$ cat src/logic/sebm_pkg.sv
// package: register map, fields, fifo sizes and helpers of the serial master
package sebm_pkg;

    // ========================================================================
    // register byte offsets
    localparam logic [7:0] ADDR_CTRL  = 8'h00;
    localparam logic [7:0] ADDR_STAT  = 8'h04;
    localparam logic [7:0] ADDR_TXDAT = 8'h08;
    localparam logic [7:0] ADDR_RXDAT = 8'h0C;
    localparam logic [7:0] ADDR_ISTAT = 8'h10;
    localparam logic [7:0] ADDR_IMASK = 8'h14;

    // ========================================================================
    // control and status fields
    localparam int CTRL_ON_BIT   = 0;
    localparam int CTRL_ENH_BIT  = 1;
    localparam int CTRL_WORD_BIT = 2;
    localparam int CTRL_PRE_LSB  = 4;
    localparam int STAT_TXF_BIT  = 0;
    localparam int STAT_RXF_BIT  = 1;
    localparam int STAT_BUSY_BIT = 2;
    localparam int STAT_NULL_BIT = 3;
    localparam int STAT_CNT_LSB  = 8;
    localparam int IRQ_RX_BIT    = 0;
    localparam int IRQ_DONE_BIT  = 1;
    localparam int IRQ_WAKE_BIT  = 2;
    localparam int IRQ_W         = 3;

    localparam logic [5:0]       CTRL_RST  = 6'h00;
    localparam logic [IRQ_W-1:0] IMASK_RST = 3'h0;

    // ========================================================================
    // sizes and timing
    localparam int         DATA_W     = 16;
    localparam int         DEPTH      = 4;
    localparam int         PTR_W      = 2;
    localparam int         CNT_W      = 3;
    localparam logic [2:0] CNT_FULL   = 3'h4;
    localparam logic [1:0] NULL_XFERS = 2'h2;
    localparam logic [4:0] SAFE_DIV   = 5'h04;
    localparam logic [4:0] BITS_WORD  = 5'h10;
    localparam logic [4:0] BITS_BYTE  = 5'h08;

    typedef struct packed {
        logic [2:0] prescale;
        logic       wordMode;
        logic       enhMode;
        logic       portOn;
    } sebm_ctrl_t;

    // one sclk half period in core clocks
    function automatic logic [3:0] sebm_half(input logic [2:0] pre);
        return {1'b0, pre} + 4'h1;
    endfunction

    // total core clocks per sclk period
    function automatic logic [4:0] sebm_div(input logic [2:0] pre);
        return {sebm_half(pre), 1'b0};
    endfunction

endpackage

$ cat src/logic/sebm_shifter.sv
// shift engine: one byte or word, msb first, sample on rising sclk
`timescale 1ns/1ps
module sebm_shifter import sebm_pkg::*; (
    input  wire logic              core_clk,
    input  wire logic              rst,
    input  wire logic              start,
    input  wire logic [DATA_W-1:0] txWord,
    input  wire logic              wordMode,
    input  wire logic [3:0]        halfCnt,
    input  wire logic              misoLvl,
    output logic                   busy,
    output logic                   done,
    output logic [DATA_W-1:0]      rxWord,
    output logic                   sclk,
    output logic                   mosi
);
    typedef enum logic [1:0] {SH_IDLE, SH_LOW, SH_HIGH} sebm_sh_t;

    sebm_sh_t          state_ff, nxt_state;
    logic [3:0]        timer_ff, nxt_timer;
    logic [4:0]        bits_ff, nxt_bits;
    logic [DATA_W-1:0] shTx_ff, nxt_shTx, shRx_ff, nxt_shRx;
    logic [DATA_W-1:0] rx_ff, nxt_rx;
    logic              sclk_ff, nxt_sclk, done_ff, nxt_done;

    always_comb begin
        nxt_state = state_ff;
        nxt_timer = timer_ff;
        nxt_bits  = bits_ff;
        nxt_shTx  = shTx_ff;
        nxt_shRx  = shRx_ff;
        nxt_rx    = rx_ff;
        nxt_sclk  = sclk_ff;
        nxt_done  = 1'b0;
        case (state_ff)
            SH_IDLE: begin
                if (start) begin
                    // bytes are left aligned so the msb always leaves first
                    nxt_shTx  = wordMode ? txWord : {txWord[7:0], 8'h00};
                    nxt_bits  = wordMode ? BITS_WORD : BITS_BYTE;
                    nxt_timer = halfCnt - 4'h1;
                    nxt_state = SH_LOW;
                end
            end
            SH_LOW: begin
                if (timer_ff == 4'h0) begin
                    nxt_sclk  = 1'b1;
                    nxt_shRx  = {shRx_ff[DATA_W-2:0], misoLvl};
                    nxt_timer = halfCnt - 4'h1;
                    nxt_state = SH_HIGH;
                end else begin
                    nxt_timer = timer_ff - 4'h1;
                end
            end
            SH_HIGH: begin
                if (timer_ff == 4'h0) begin
                    nxt_sclk  = 1'b0;
                    nxt_bits  = bits_ff - 5'h01;
                    nxt_timer = halfCnt - 4'h1;
                    if (bits_ff == 5'h01) begin
                        nxt_done  = 1'b1;
                        nxt_rx    = wordMode ? shRx_ff
                                             : {8'h00, shRx_ff[7:0]};
                        nxt_state = SH_IDLE;
                    end else begin
                        nxt_shTx  = {shTx_ff[DATA_W-2:0], 1'b0};
                        nxt_state = SH_LOW;
                    end
                end else begin
                    nxt_timer = timer_ff - 4'h1;
                end
            end
            default: nxt_state = SH_IDLE;
        endcase
    end

    always_ff @(posedge core_clk or posedge rst) begin
        if (rst) begin
            state_ff <= SH_IDLE;
            timer_ff <= 4'h0;
            bits_ff  <= 5'h00;
            shTx_ff  <= 16'h0000;
            shRx_ff  <= 16'h0000;
            rx_ff    <= 16'h0000;
            sclk_ff  <= 1'b0;
            done_ff  <= 1'b0;
        end else begin
            state_ff <= nxt_state;
            timer_ff <= nxt_timer;
            bits_ff  <= nxt_bits;
            shTx_ff  <= nxt_shTx;
            shRx_ff  <= nxt_shRx;
            rx_ff    <= nxt_rx;
            sclk_ff  <= nxt_sclk;
            done_ff  <= nxt_done;
        end
    end

    assign busy   = (state_ff != SH_IDLE);
    assign done   = done_ff;
    assign rxWord = rx_ff;
    assign sclk   = sclk_ff;
    assign mosi   = shTx_ff[DATA_W-1];

endmodule

$ cat src/logic/sebm_spi_master.sv
// serial master with enhanced fifo mode, wake null transfers, apb registers
`timescale 1ns/1ps
// Summary of operation
// - enhanced mode, port on at wake: two zero bytes or words are shifted out after wake, behind at most one queued word that starts in the wake cycle
// - those null transfers put two zero entries into the receive fifo, each dropped if the fifo is full
// - the null pair is sent even when the transmit fifo was empty
// - enhanced mode, divide above 1:4: full flag drops early, a write to the full fifo in the load wait before its last cycle overwrites the newest word
module sebm_spi_master import sebm_pkg::*; (
    input  wire logic        core_clk,
    input  wire logic        rst,
    input  wire logic        psel,
    input  wire logic        penable,
    input  wire logic        pwrite,
    input  wire logic [7:0]  paddr,
    input  wire logic [31:0] pwdata,
    output logic [31:0]      prdata,
    output logic             pready,
    output logic             pslverr,
    input  wire logic        sleepReq,
    input  wire logic        miso,
    output logic             sclk,
    output logic             mosi,
    output logic             irq
);
    typedef enum logic [1:0] {XF_IDLE, XF_LOAD, XF_RUN} sebm_xf_t;

    // ========================================================================
    // apb decode
    logic acc, wrAcc, rdAcc, mapped;
    assign acc    = psel & penable;
    assign wrAcc  = acc & pwrite;
    assign rdAcc  = acc & ~pwrite;
    assign mapped = (paddr == ADDR_CTRL)  || (paddr == ADDR_STAT)  ||
                    (paddr == ADDR_TXDAT) || (paddr == ADDR_RXDAT) ||
                    (paddr == ADDR_ISTAT) || (paddr == ADDR_IMASK);
    assign pready  = 1'b1;
    assign pslverr = acc & ~mapped;

    // ========================================================================
    // state
    sebm_ctrl_t        ctrl_ff, nxt_ctrl;
    logic [IRQ_W-1:0]  ist_ff, nxt_ist, imask_ff, nxt_imask;
    logic [DATA_W-1:0] txMem_ff [DEPTH], rxMem_ff [DEPTH];
    logic [DATA_W-1:0] nxt_txMem [DEPTH], nxt_rxMem [DEPTH];
    logic [PTR_W-1:0]  txWr_ff, txRd_ff, rxWr_ff, rxRd_ff;
    logic [PTR_W-1:0]  nxt_txWr, nxt_txRd, nxt_rxWr, nxt_rxRd;
    logic [CNT_W-1:0]  txCnt_ff, rxCnt_ff, nxt_txCnt, nxt_rxCnt;
    sebm_xf_t          xf_ff, nxt_xf;
    logic [3:0]        ldTmr_ff, nxt_ldTmr;
    logic [1:0]        nullLeft_ff, nxt_nullLeft;
    logic              isNull_ff, nxt_isNull, sleep_ff;
    logic [31:0]       rd_ff, nxt_rd;
    logic [2:0]        misoSync_ff;
    logic              misoLvl_ff, nxt_misoLvl;

    logic              slow, txFullFlag, wake, start, shDone, shBusy;
    logic              pushTx, popTx, pushRx, popRx, overwrite;
    logic [DATA_W-1:0] startWord, shRx, rxIn;
    logic [CNT_W-1:0]  flagCnt;

    assign slow = ctrl_ff.enhMode && (sebm_div(ctrl_ff.prescale) > SAFE_DIV);
    assign wake = sleep_ff & ~sleepReq;
    // the word being loaded is already counted gone, so the flag falls early
    assign flagCnt = (slow && xf_ff == XF_LOAD) ? txCnt_ff - 3'h1
                                                : txCnt_ff;
    assign txFullFlag = (flagCnt == CNT_FULL);

    // ========================================================================
    // transfer sequencing and fifos
    always_comb begin
        nxt_xf       = xf_ff;
        nxt_ldTmr    = ldTmr_ff;
        nxt_nullLeft = nullLeft_ff;
        nxt_isNull   = isNull_ff;
        nxt_txMem    = txMem_ff;
        nxt_rxMem    = rxMem_ff;
        start        = 1'b0;
        startWord    = 16'h0000;
        popTx        = 1'b0;
        pushTx       = 1'b0;
        overwrite    = 1'b0;
        popRx        = 1'b0;
        pushRx       = 1'b0;
        rxIn         = isNull_ff ? 16'h0000 : shRx;
        if (wake && ctrl_ff.enhMode && ctrl_ff.portOn) begin
            nxt_nullLeft = NULL_XFERS;
        end
        case (xf_ff)
            XF_IDLE: begin
                if (ctrl_ff.portOn && !sleepReq) begin
                    if (nullLeft_ff != 2'h0) begin
                        start      = 1'b1;
                        nxt_isNull = 1'b1;
                        nxt_xf     = XF_RUN;
                    end else if (txCnt_ff != 3'h0) begin
                        nxt_isNull = 1'b0;
                        if (slow) begin
                            nxt_ldTmr = sebm_half(ctrl_ff.prescale) - 4'h1;
                            nxt_xf    = XF_LOAD;
                        end else begin
                            start     = 1'b1;
                            startWord = txMem_ff[txRd_ff];
                            popTx     = 1'b1;
                            nxt_xf    = XF_RUN;
                        end
                    end
                end
            end
            XF_LOAD: begin
                // the word leaves the fifo only half an sclk after the flag
                if (ldTmr_ff == 4'h0) begin
                    start     = 1'b1;
                    startWord = txMem_ff[txRd_ff];
                    popTx     = 1'b1;
                    nxt_xf    = XF_RUN;
                end else begin
                    nxt_ldTmr = ldTmr_ff - 4'h1;
                end
            end
            XF_RUN: begin
                if (shDone) begin
                    pushRx = (rxCnt_ff != CNT_FULL);
                    if (isNull_ff) begin
                        nxt_nullLeft = nullLeft_ff - 2'h1;
                    end
                    nxt_xf = XF_IDLE;
                end
            end
            default: nxt_xf = XF_IDLE;
        endcase
        if (wrAcc && paddr == ADDR_TXDAT) begin
            if (txCnt_ff != CNT_FULL) begin
                pushTx = 1'b1;
            end else if (slow && xf_ff == XF_LOAD && !popTx) begin
                overwrite = 1'b1;
            end
        end
        if (pushTx) begin
            nxt_txMem[txWr_ff] = pwdata[DATA_W-1:0];
        end
        if (overwrite) begin
            nxt_txMem[txWr_ff - 2'h1] = pwdata[DATA_W-1:0];
        end
        if (pushRx) begin
            nxt_rxMem[rxWr_ff] = rxIn;
        end
        popRx     = rdAcc && paddr == ADDR_RXDAT && rxCnt_ff != 3'h0;
        nxt_txWr  = txWr_ff + {1'b0, pushTx};
        nxt_txRd  = txRd_ff + {1'b0, popTx};
        nxt_rxWr  = rxWr_ff + {1'b0, pushRx};
        nxt_rxRd  = rxRd_ff + {1'b0, popRx};
        nxt_txCnt = txCnt_ff + {2'b00, pushTx} - {2'b00, popTx};
        nxt_rxCnt = rxCnt_ff + {2'b00, pushRx} - {2'b00, popRx};
    end

    // ========================================================================
    // registers, read data and interrupts
    always_comb begin
        nxt_ctrl  = ctrl_ff;
        nxt_imask = imask_ff;
        nxt_rd    = rd_ff;
        nxt_ist   = ist_ff;
        if (wrAcc && paddr == ADDR_CTRL) begin
            nxt_ctrl.portOn   = pwdata[CTRL_ON_BIT];
            nxt_ctrl.enhMode  = pwdata[CTRL_ENH_BIT];
            nxt_ctrl.wordMode = pwdata[CTRL_WORD_BIT];
            nxt_ctrl.prescale = pwdata[CTRL_PRE_LSB +: 3];
        end
        if (wrAcc && paddr == ADDR_IMASK) begin
            nxt_imask = pwdata[IRQ_W-1:0];
        end
        if (rdAcc && paddr == ADDR_ISTAT) begin
            nxt_ist = '0;
        end
        // set after clear so a same-cycle event is never lost
        if (pushRx) nxt_ist[IRQ_RX_BIT] = 1'b1;
        if (shDone) nxt_ist[IRQ_DONE_BIT] = 1'b1;
        if (wake && ctrl_ff.enhMode && ctrl_ff.portOn) begin
            nxt_ist[IRQ_WAKE_BIT] = 1'b1;
        end
        if (psel && !penable) begin
            nxt_rd = 32'h0000_0000;
            case (paddr)
                ADDR_CTRL: begin
                    nxt_rd[CTRL_ON_BIT]       = ctrl_ff.portOn;
                    nxt_rd[CTRL_ENH_BIT]      = ctrl_ff.enhMode;
                    nxt_rd[CTRL_WORD_BIT]     = ctrl_ff.wordMode;
                    nxt_rd[CTRL_PRE_LSB +: 3] = ctrl_ff.prescale;
                end
                ADDR_STAT: begin
                    nxt_rd[STAT_TXF_BIT]          = txFullFlag;
                    nxt_rd[STAT_RXF_BIT]          = rxCnt_ff != 3'h0;
                    nxt_rd[STAT_BUSY_BIT]         = xf_ff != XF_IDLE;
                    nxt_rd[STAT_NULL_BIT]         = nullLeft_ff != 2'h0;
                    nxt_rd[STAT_CNT_LSB +: CNT_W] = txCnt_ff;
                end
                ADDR_RXDAT: nxt_rd[DATA_W-1:0] = rxMem_ff[rxRd_ff];
                ADDR_ISTAT: nxt_rd[IRQ_W-1:0]  = ist_ff;
                ADDR_IMASK: nxt_rd[IRQ_W-1:0]  = imask_ff;
                default:    nxt_rd = 32'h0000_0000;
            endcase
        end
        // miso is filtered: a change counts once stages two and three agree
        nxt_misoLvl = (misoSync_ff[1] == misoSync_ff[2]) ? misoSync_ff[2]
                                                         : misoLvl_ff;
    end

    always_ff @(posedge core_clk or posedge rst) begin
        if (rst) begin
            ctrl_ff     <= CTRL_RST;
            imask_ff    <= IMASK_RST;
            ist_ff      <= '0;
            rd_ff       <= 32'h0000_0000;
            txMem_ff    <= '{default: 16'h0000};
            rxMem_ff    <= '{default: 16'h0000};
            txWr_ff     <= 2'h0;
            txRd_ff     <= 2'h0;
            rxWr_ff     <= 2'h0;
            rxRd_ff     <= 2'h0;
            txCnt_ff    <= 3'h0;
            rxCnt_ff    <= 3'h0;
            xf_ff       <= XF_IDLE;
            ldTmr_ff    <= 4'h0;
            nullLeft_ff <= 2'h0;
            isNull_ff   <= 1'b0;
            sleep_ff    <= 1'b0;
            misoSync_ff <= 3'h0;
            misoLvl_ff  <= 1'b0;
        end else begin
            ctrl_ff     <= nxt_ctrl;
            imask_ff    <= nxt_imask;
            ist_ff      <= nxt_ist;
            rd_ff       <= nxt_rd;
            txMem_ff    <= nxt_txMem;
            rxMem_ff    <= nxt_rxMem;
            txWr_ff     <= nxt_txWr;
            txRd_ff     <= nxt_txRd;
            rxWr_ff     <= nxt_rxWr;
            rxRd_ff     <= nxt_rxRd;
            txCnt_ff    <= nxt_txCnt;
            rxCnt_ff    <= nxt_rxCnt;
            xf_ff       <= nxt_xf;
            ldTmr_ff    <= nxt_ldTmr;
            nullLeft_ff <= nxt_nullLeft;
            isNull_ff   <= nxt_isNull;
            sleep_ff    <= sleepReq;
            misoSync_ff <= {misoSync_ff[1:0], miso};
            misoLvl_ff  <= nxt_misoLvl;
        end
    end

    assign prdata = rd_ff;
    assign irq    = |(ist_ff & imask_ff);

    sebm_shifter u_shifter (
        .core_clk (core_clk),
        .rst      (rst),
        .start    (start),
        .txWord   (startWord),
        .wordMode (ctrl_ff.wordMode),
        .halfCnt  (sebm_half(ctrl_ff.prescale)),
        .misoLvl  (misoLvl_ff),
        .busy     (shBusy),
        .done     (shDone),
        .rxWord   (shRx),
        .sclk     (sclk),
        .mosi     (mosi)
    );
endmodule

$ cat config.mk
export PLATFORM = sky130hd
export DESIGN_NAME = sebm_spi_master
export DESIGN_NICKNAME = d
export VERILOG_FILES = /design/src/logic/sebm_pkg.sv /design/src/logic/sebm_shifter.sv /design/src/logic/sebm_spi_master.sv
export SDC_FILE = /design/constraint.sdc
export NUM_CORES = 1
export LEC_CHECK = 0
export ABC_AREA = 1
export BUFFER_PORTS_ARGS = -buffer_cell sky130_fd_sc_hd__buf_2
export CAP_MARGIN = 20
export CORE_UTILIZATION = 60
export CTS_BUF_LIST = sky130_fd_sc_hd__clkbuf_8
export DETAILED_ROUTE_END_ITERATION = 7
export GPL_ROUTABILITY_DRIVEN = 0
export HOLD_SLACK_MARGIN = 0.12
export PLACE_DENSITY = 0.79
export SETUP_SLACK_MARGIN = 0.2
export SYNTH_ARGS = -nofsm -noshare
export SYNTH_HDL_FRONTEND = slang
export SYNTH_SLANG_ARGS = --single-unit
$ cat constraint.sdc
create_clock -name core_clk -period 10.5 [get_ports core_clk]
set_input_delay 2.1 -clock core_clk [delete_from_list [all_inputs] [get_ports core_clk]]
set_output_delay 2.1 -clock core_clk [all_outputs]
set_load 0.01 [all_outputs]
==> summary.md <==
| Metric | Value |
|---|---|
| DR WL/cell | 15.0 um |
| Slew headroom | 0.245 |
| Number of diodes | 0 |
| Final worst path period share | 0.512 |
| H-tree level count | 2 |
| NumNets Final | 1998 |
| Post-CTS Hold Fix Bufs | 0 |
| CTS tree | done |
| Placed cell count | 2167 |
| Via count | 12305 |
| EDFF count, synth | 0 |
| Vias in the first global route | 11595 |
| Leak | 7.61 nW |
| Clock skew | 0.0251 ns |
| Die Wd | 154 um |
| CORE AREA | 0.0226 mm2 |
| Tightest Pin Transition | 1.13 ns |
| Outcome | complete, no violations |
| Final Cell Area | 0.0150 mm2 |
| Primary FF master, synth | dfrtp_1 |
| Post-DRT Antenna Nets | 0 |
| Mean Syn Cell Area | 7.26 um2 |
| Clock buffer depth | 3 |
| Most common cell after layout, fill and taps aside | nand2_1 |
| Most frequent CP cell | buf_2 |
| Detailed placement HPWL | 21000 um |
| Num CTS Buffers | 43 |
| Root Driver | clkbuf_8 |
| Post-route insts no fill | 2242 |
| Fin crit period | 5.38 ns |
| FF/Latch Area | 0.00613 mm2 |
| Setup TNS | 0 ns |
| Max frequency | 186 MHz |
| Boundary pin count | 84 |
| Chip height | 154 um |
| CP required | 8.40 ns |
| Worst Setup Slack post-DPL | 5.12 ns |
| Clk pin slew, worst setup/hold paths | 0.06 ns |
| CP bufs+invs | 2 |
| Post-DP Area | 0.0141 mm2 |
| Power after layout | 2.10 mW |
| Clock sinks | 245 |
| # DRC | 0 |
| Final WS setup | 5.12 ns |
| GRT overflow | 0 |
| Setup violators final | 0 |
| CP peak stage delay | 0.43 ns |
| Die area | 0.0237 mm2 |
| Initial antenna violation count | 0 |
| Area delta synth->final | 8.30% |
| Drt first pass iters | 5 |
| Largest net degree at the start of global routing | 121 |
| Async set-reset flop share out of synthesis | 1.00 |
| Post-CTS setup buffer count | 0 |
| Port Buf Inserts | 50 |
| #FFs+latches synth | 245 |
| Final Core Density | 0.661 |
| Tightest hold margin | 0.349 ns |
| Clk_lat worst skew | 0.57 ns |
| Pwr per Cell Area | 140 mW/mm2 |
| Syn. warnings | 0 |
| Area share of the largest cell type after synthesis | 0.443 |
| Yosys cell types | 48 |
| # rows | 55 |
| Post-Route WL | 33600 um |
| Area of the multi-input gates | 0.00646 mm2 |
| Critical Path End Type | output pin |
| Sequential element share of the synthesized area | 0.443 |
| Slowest CP cell | nor3_1 |
| Post-synthesis cell area | 0.0138 mm2 |
| Max Slew Vio Count | 0 |
| Final Hold Viols | 0 |
| DR vias/cell | 5.49 |
| FILL cells | 1955 |
| Yosys top cell by area | dfrtp_1 |
| Peak supply drop | 0.0810 mV |
| Critical-path maximum fanout | 5 |
| Layout cell share with drive strength beyond 1 | 0.0930 |
| GRT Total Usage | 0.292 |
| Worst hold path class | reg2reg |
| Most frequent cells in the layout | nand2_1, dfrtp_1, o21ai_0 |
| Max-cap violations | 0 |
| Critical Path Start Type | input pin |
| DRT iter0 DRCs | 940 |
| Synth top area cells | dfrtp_1, nand2_1, o21ai_0 |
| Post-CTS sizing | 0 |
| Worst EP arrival | 3.28 ns |
| Crit path max-delay family | simple AND/OR/NAND/NOR gates |
| Starting density of the core | 0.611 |
| Cells along the critical path | buf_2 > nor2_2 > nand3_1 > nor3_1 > nor4_1 > buf_2 |
| Unrepaired setup endpoints after global routing | false |
| Syn Inst Count | 1904 |
| First-pass GRT wire length | 56100 um |
| Crit path kind | in2out |
-- flip-flops by register name (all words and copies together), names as in the netlist, 3 cells and up --
signal,count
txMem_ff,64
txCnt_ff,3
u_shifter.shTx_ff,16
ldTmr_ff,4
rxMem_ff,64
u_shifter.rxWord,16
ist_ff,3
prdata,16
u_shifter.shRx_ff,16
rxCnt_ff,3
u_shifter.timer_ff,4
misoSync_ff,3
u_shifter.bits_ff,5
imask_ff,3
ctrl_ff,6
-- metal layers --
metal | vias to the layer above | global-route usage | wire length [um] | part of all wire
met5 | - | 0 | 0 | 0
met4 | 0 | 0.107 | 703 | 0.021
met3 | 68 | 0.0485 | 2490 | 0.074
met2 | 413 | 0.468 | 15600 | 0.47
met1 | 5792 | 0.403 | 14800 | 0.44
li1 | 6032 | - | - | -
-- synthesized netlist by cell type (all sizes together) (2+ instances only) --
master  instances
and2           17
xnor2           4
dfrtp         245
clkbuf         53
nor3           17
o21ai         263
nand2         744
ha             21
mux2           32
or2             5
and3            2
nand3          60
conb            2
nand4           6
nor4            2
clkinv          2
nor2           68
fa              2
buf            51
nand3b          2
o211ai          9
a211o           6
xor2            7
inv           202
a21oi          75
-- power breakdown --
group | internal [mW] | switching (mW)
clock network | 0.483 | 0.396
registers | 0.974 | 0.0278
logic | 0.0614 | 0.156
-- layout make-up --
| cell class | count | share of cell area |
|---|---|---|
| clock buffers | 50 | 0.0460 |
| clock inverters | 24 | 0.0109 |
| inverters | 204 | 0.0516 |
| multi-input cells | 1366 | 0.431 |
| flip-flops and latches | 245 | 0.409 |
| well taps | 285 | 0.0238 |
| repair buffers | 68 | 0.0271 |
-- final timing paths --
path | startpoint | cells past startpoint | end | slack [ns]
worst max-delay path | paddr[7] | 6 | pslverr | 5.12
worst min register to register | misoSync_ff[0] | 0 | misoSync_ff[1] | 0.35
worst max register to register | ctrl_ff[3] | 11 | txCnt_ff[2] | 7.47
worst min-delay path | misoSync_ff[0] | 0 | misoSync_ff[1] | 0.35
min in group asynchronous | rst | 2 | rxMem_ff[63] | 1.72
max in group asynchronous | rst | 3 | ist_ff[1] | 7.41
-- kinds of logic (layout without fill, tap and decap cells) --
| family | Yosys count | after routing | share of synthesized area |
|---|---|---|---|
| other | 2 | 17 | 0.000543 |
| XOR/XNOR | 11 | 11 | 0.00697 |
| AO/OA/AOI/OAI | 358 | 358 | 0.134 |
| multiplexers | 32 | 32 | 0.0261 |
| AND/OR/NAND/NOR | 924 | 924 | 0.272 |
| buffers and inverters | 308 | 346 | 0.0948 |
| adder cells (fa/ha/maj) | 24 | 24 | 0.0226 |
| flip-flops | 245 | 245 | 0.443 |
Note: power is estimated with default switching activity, not from simulation.
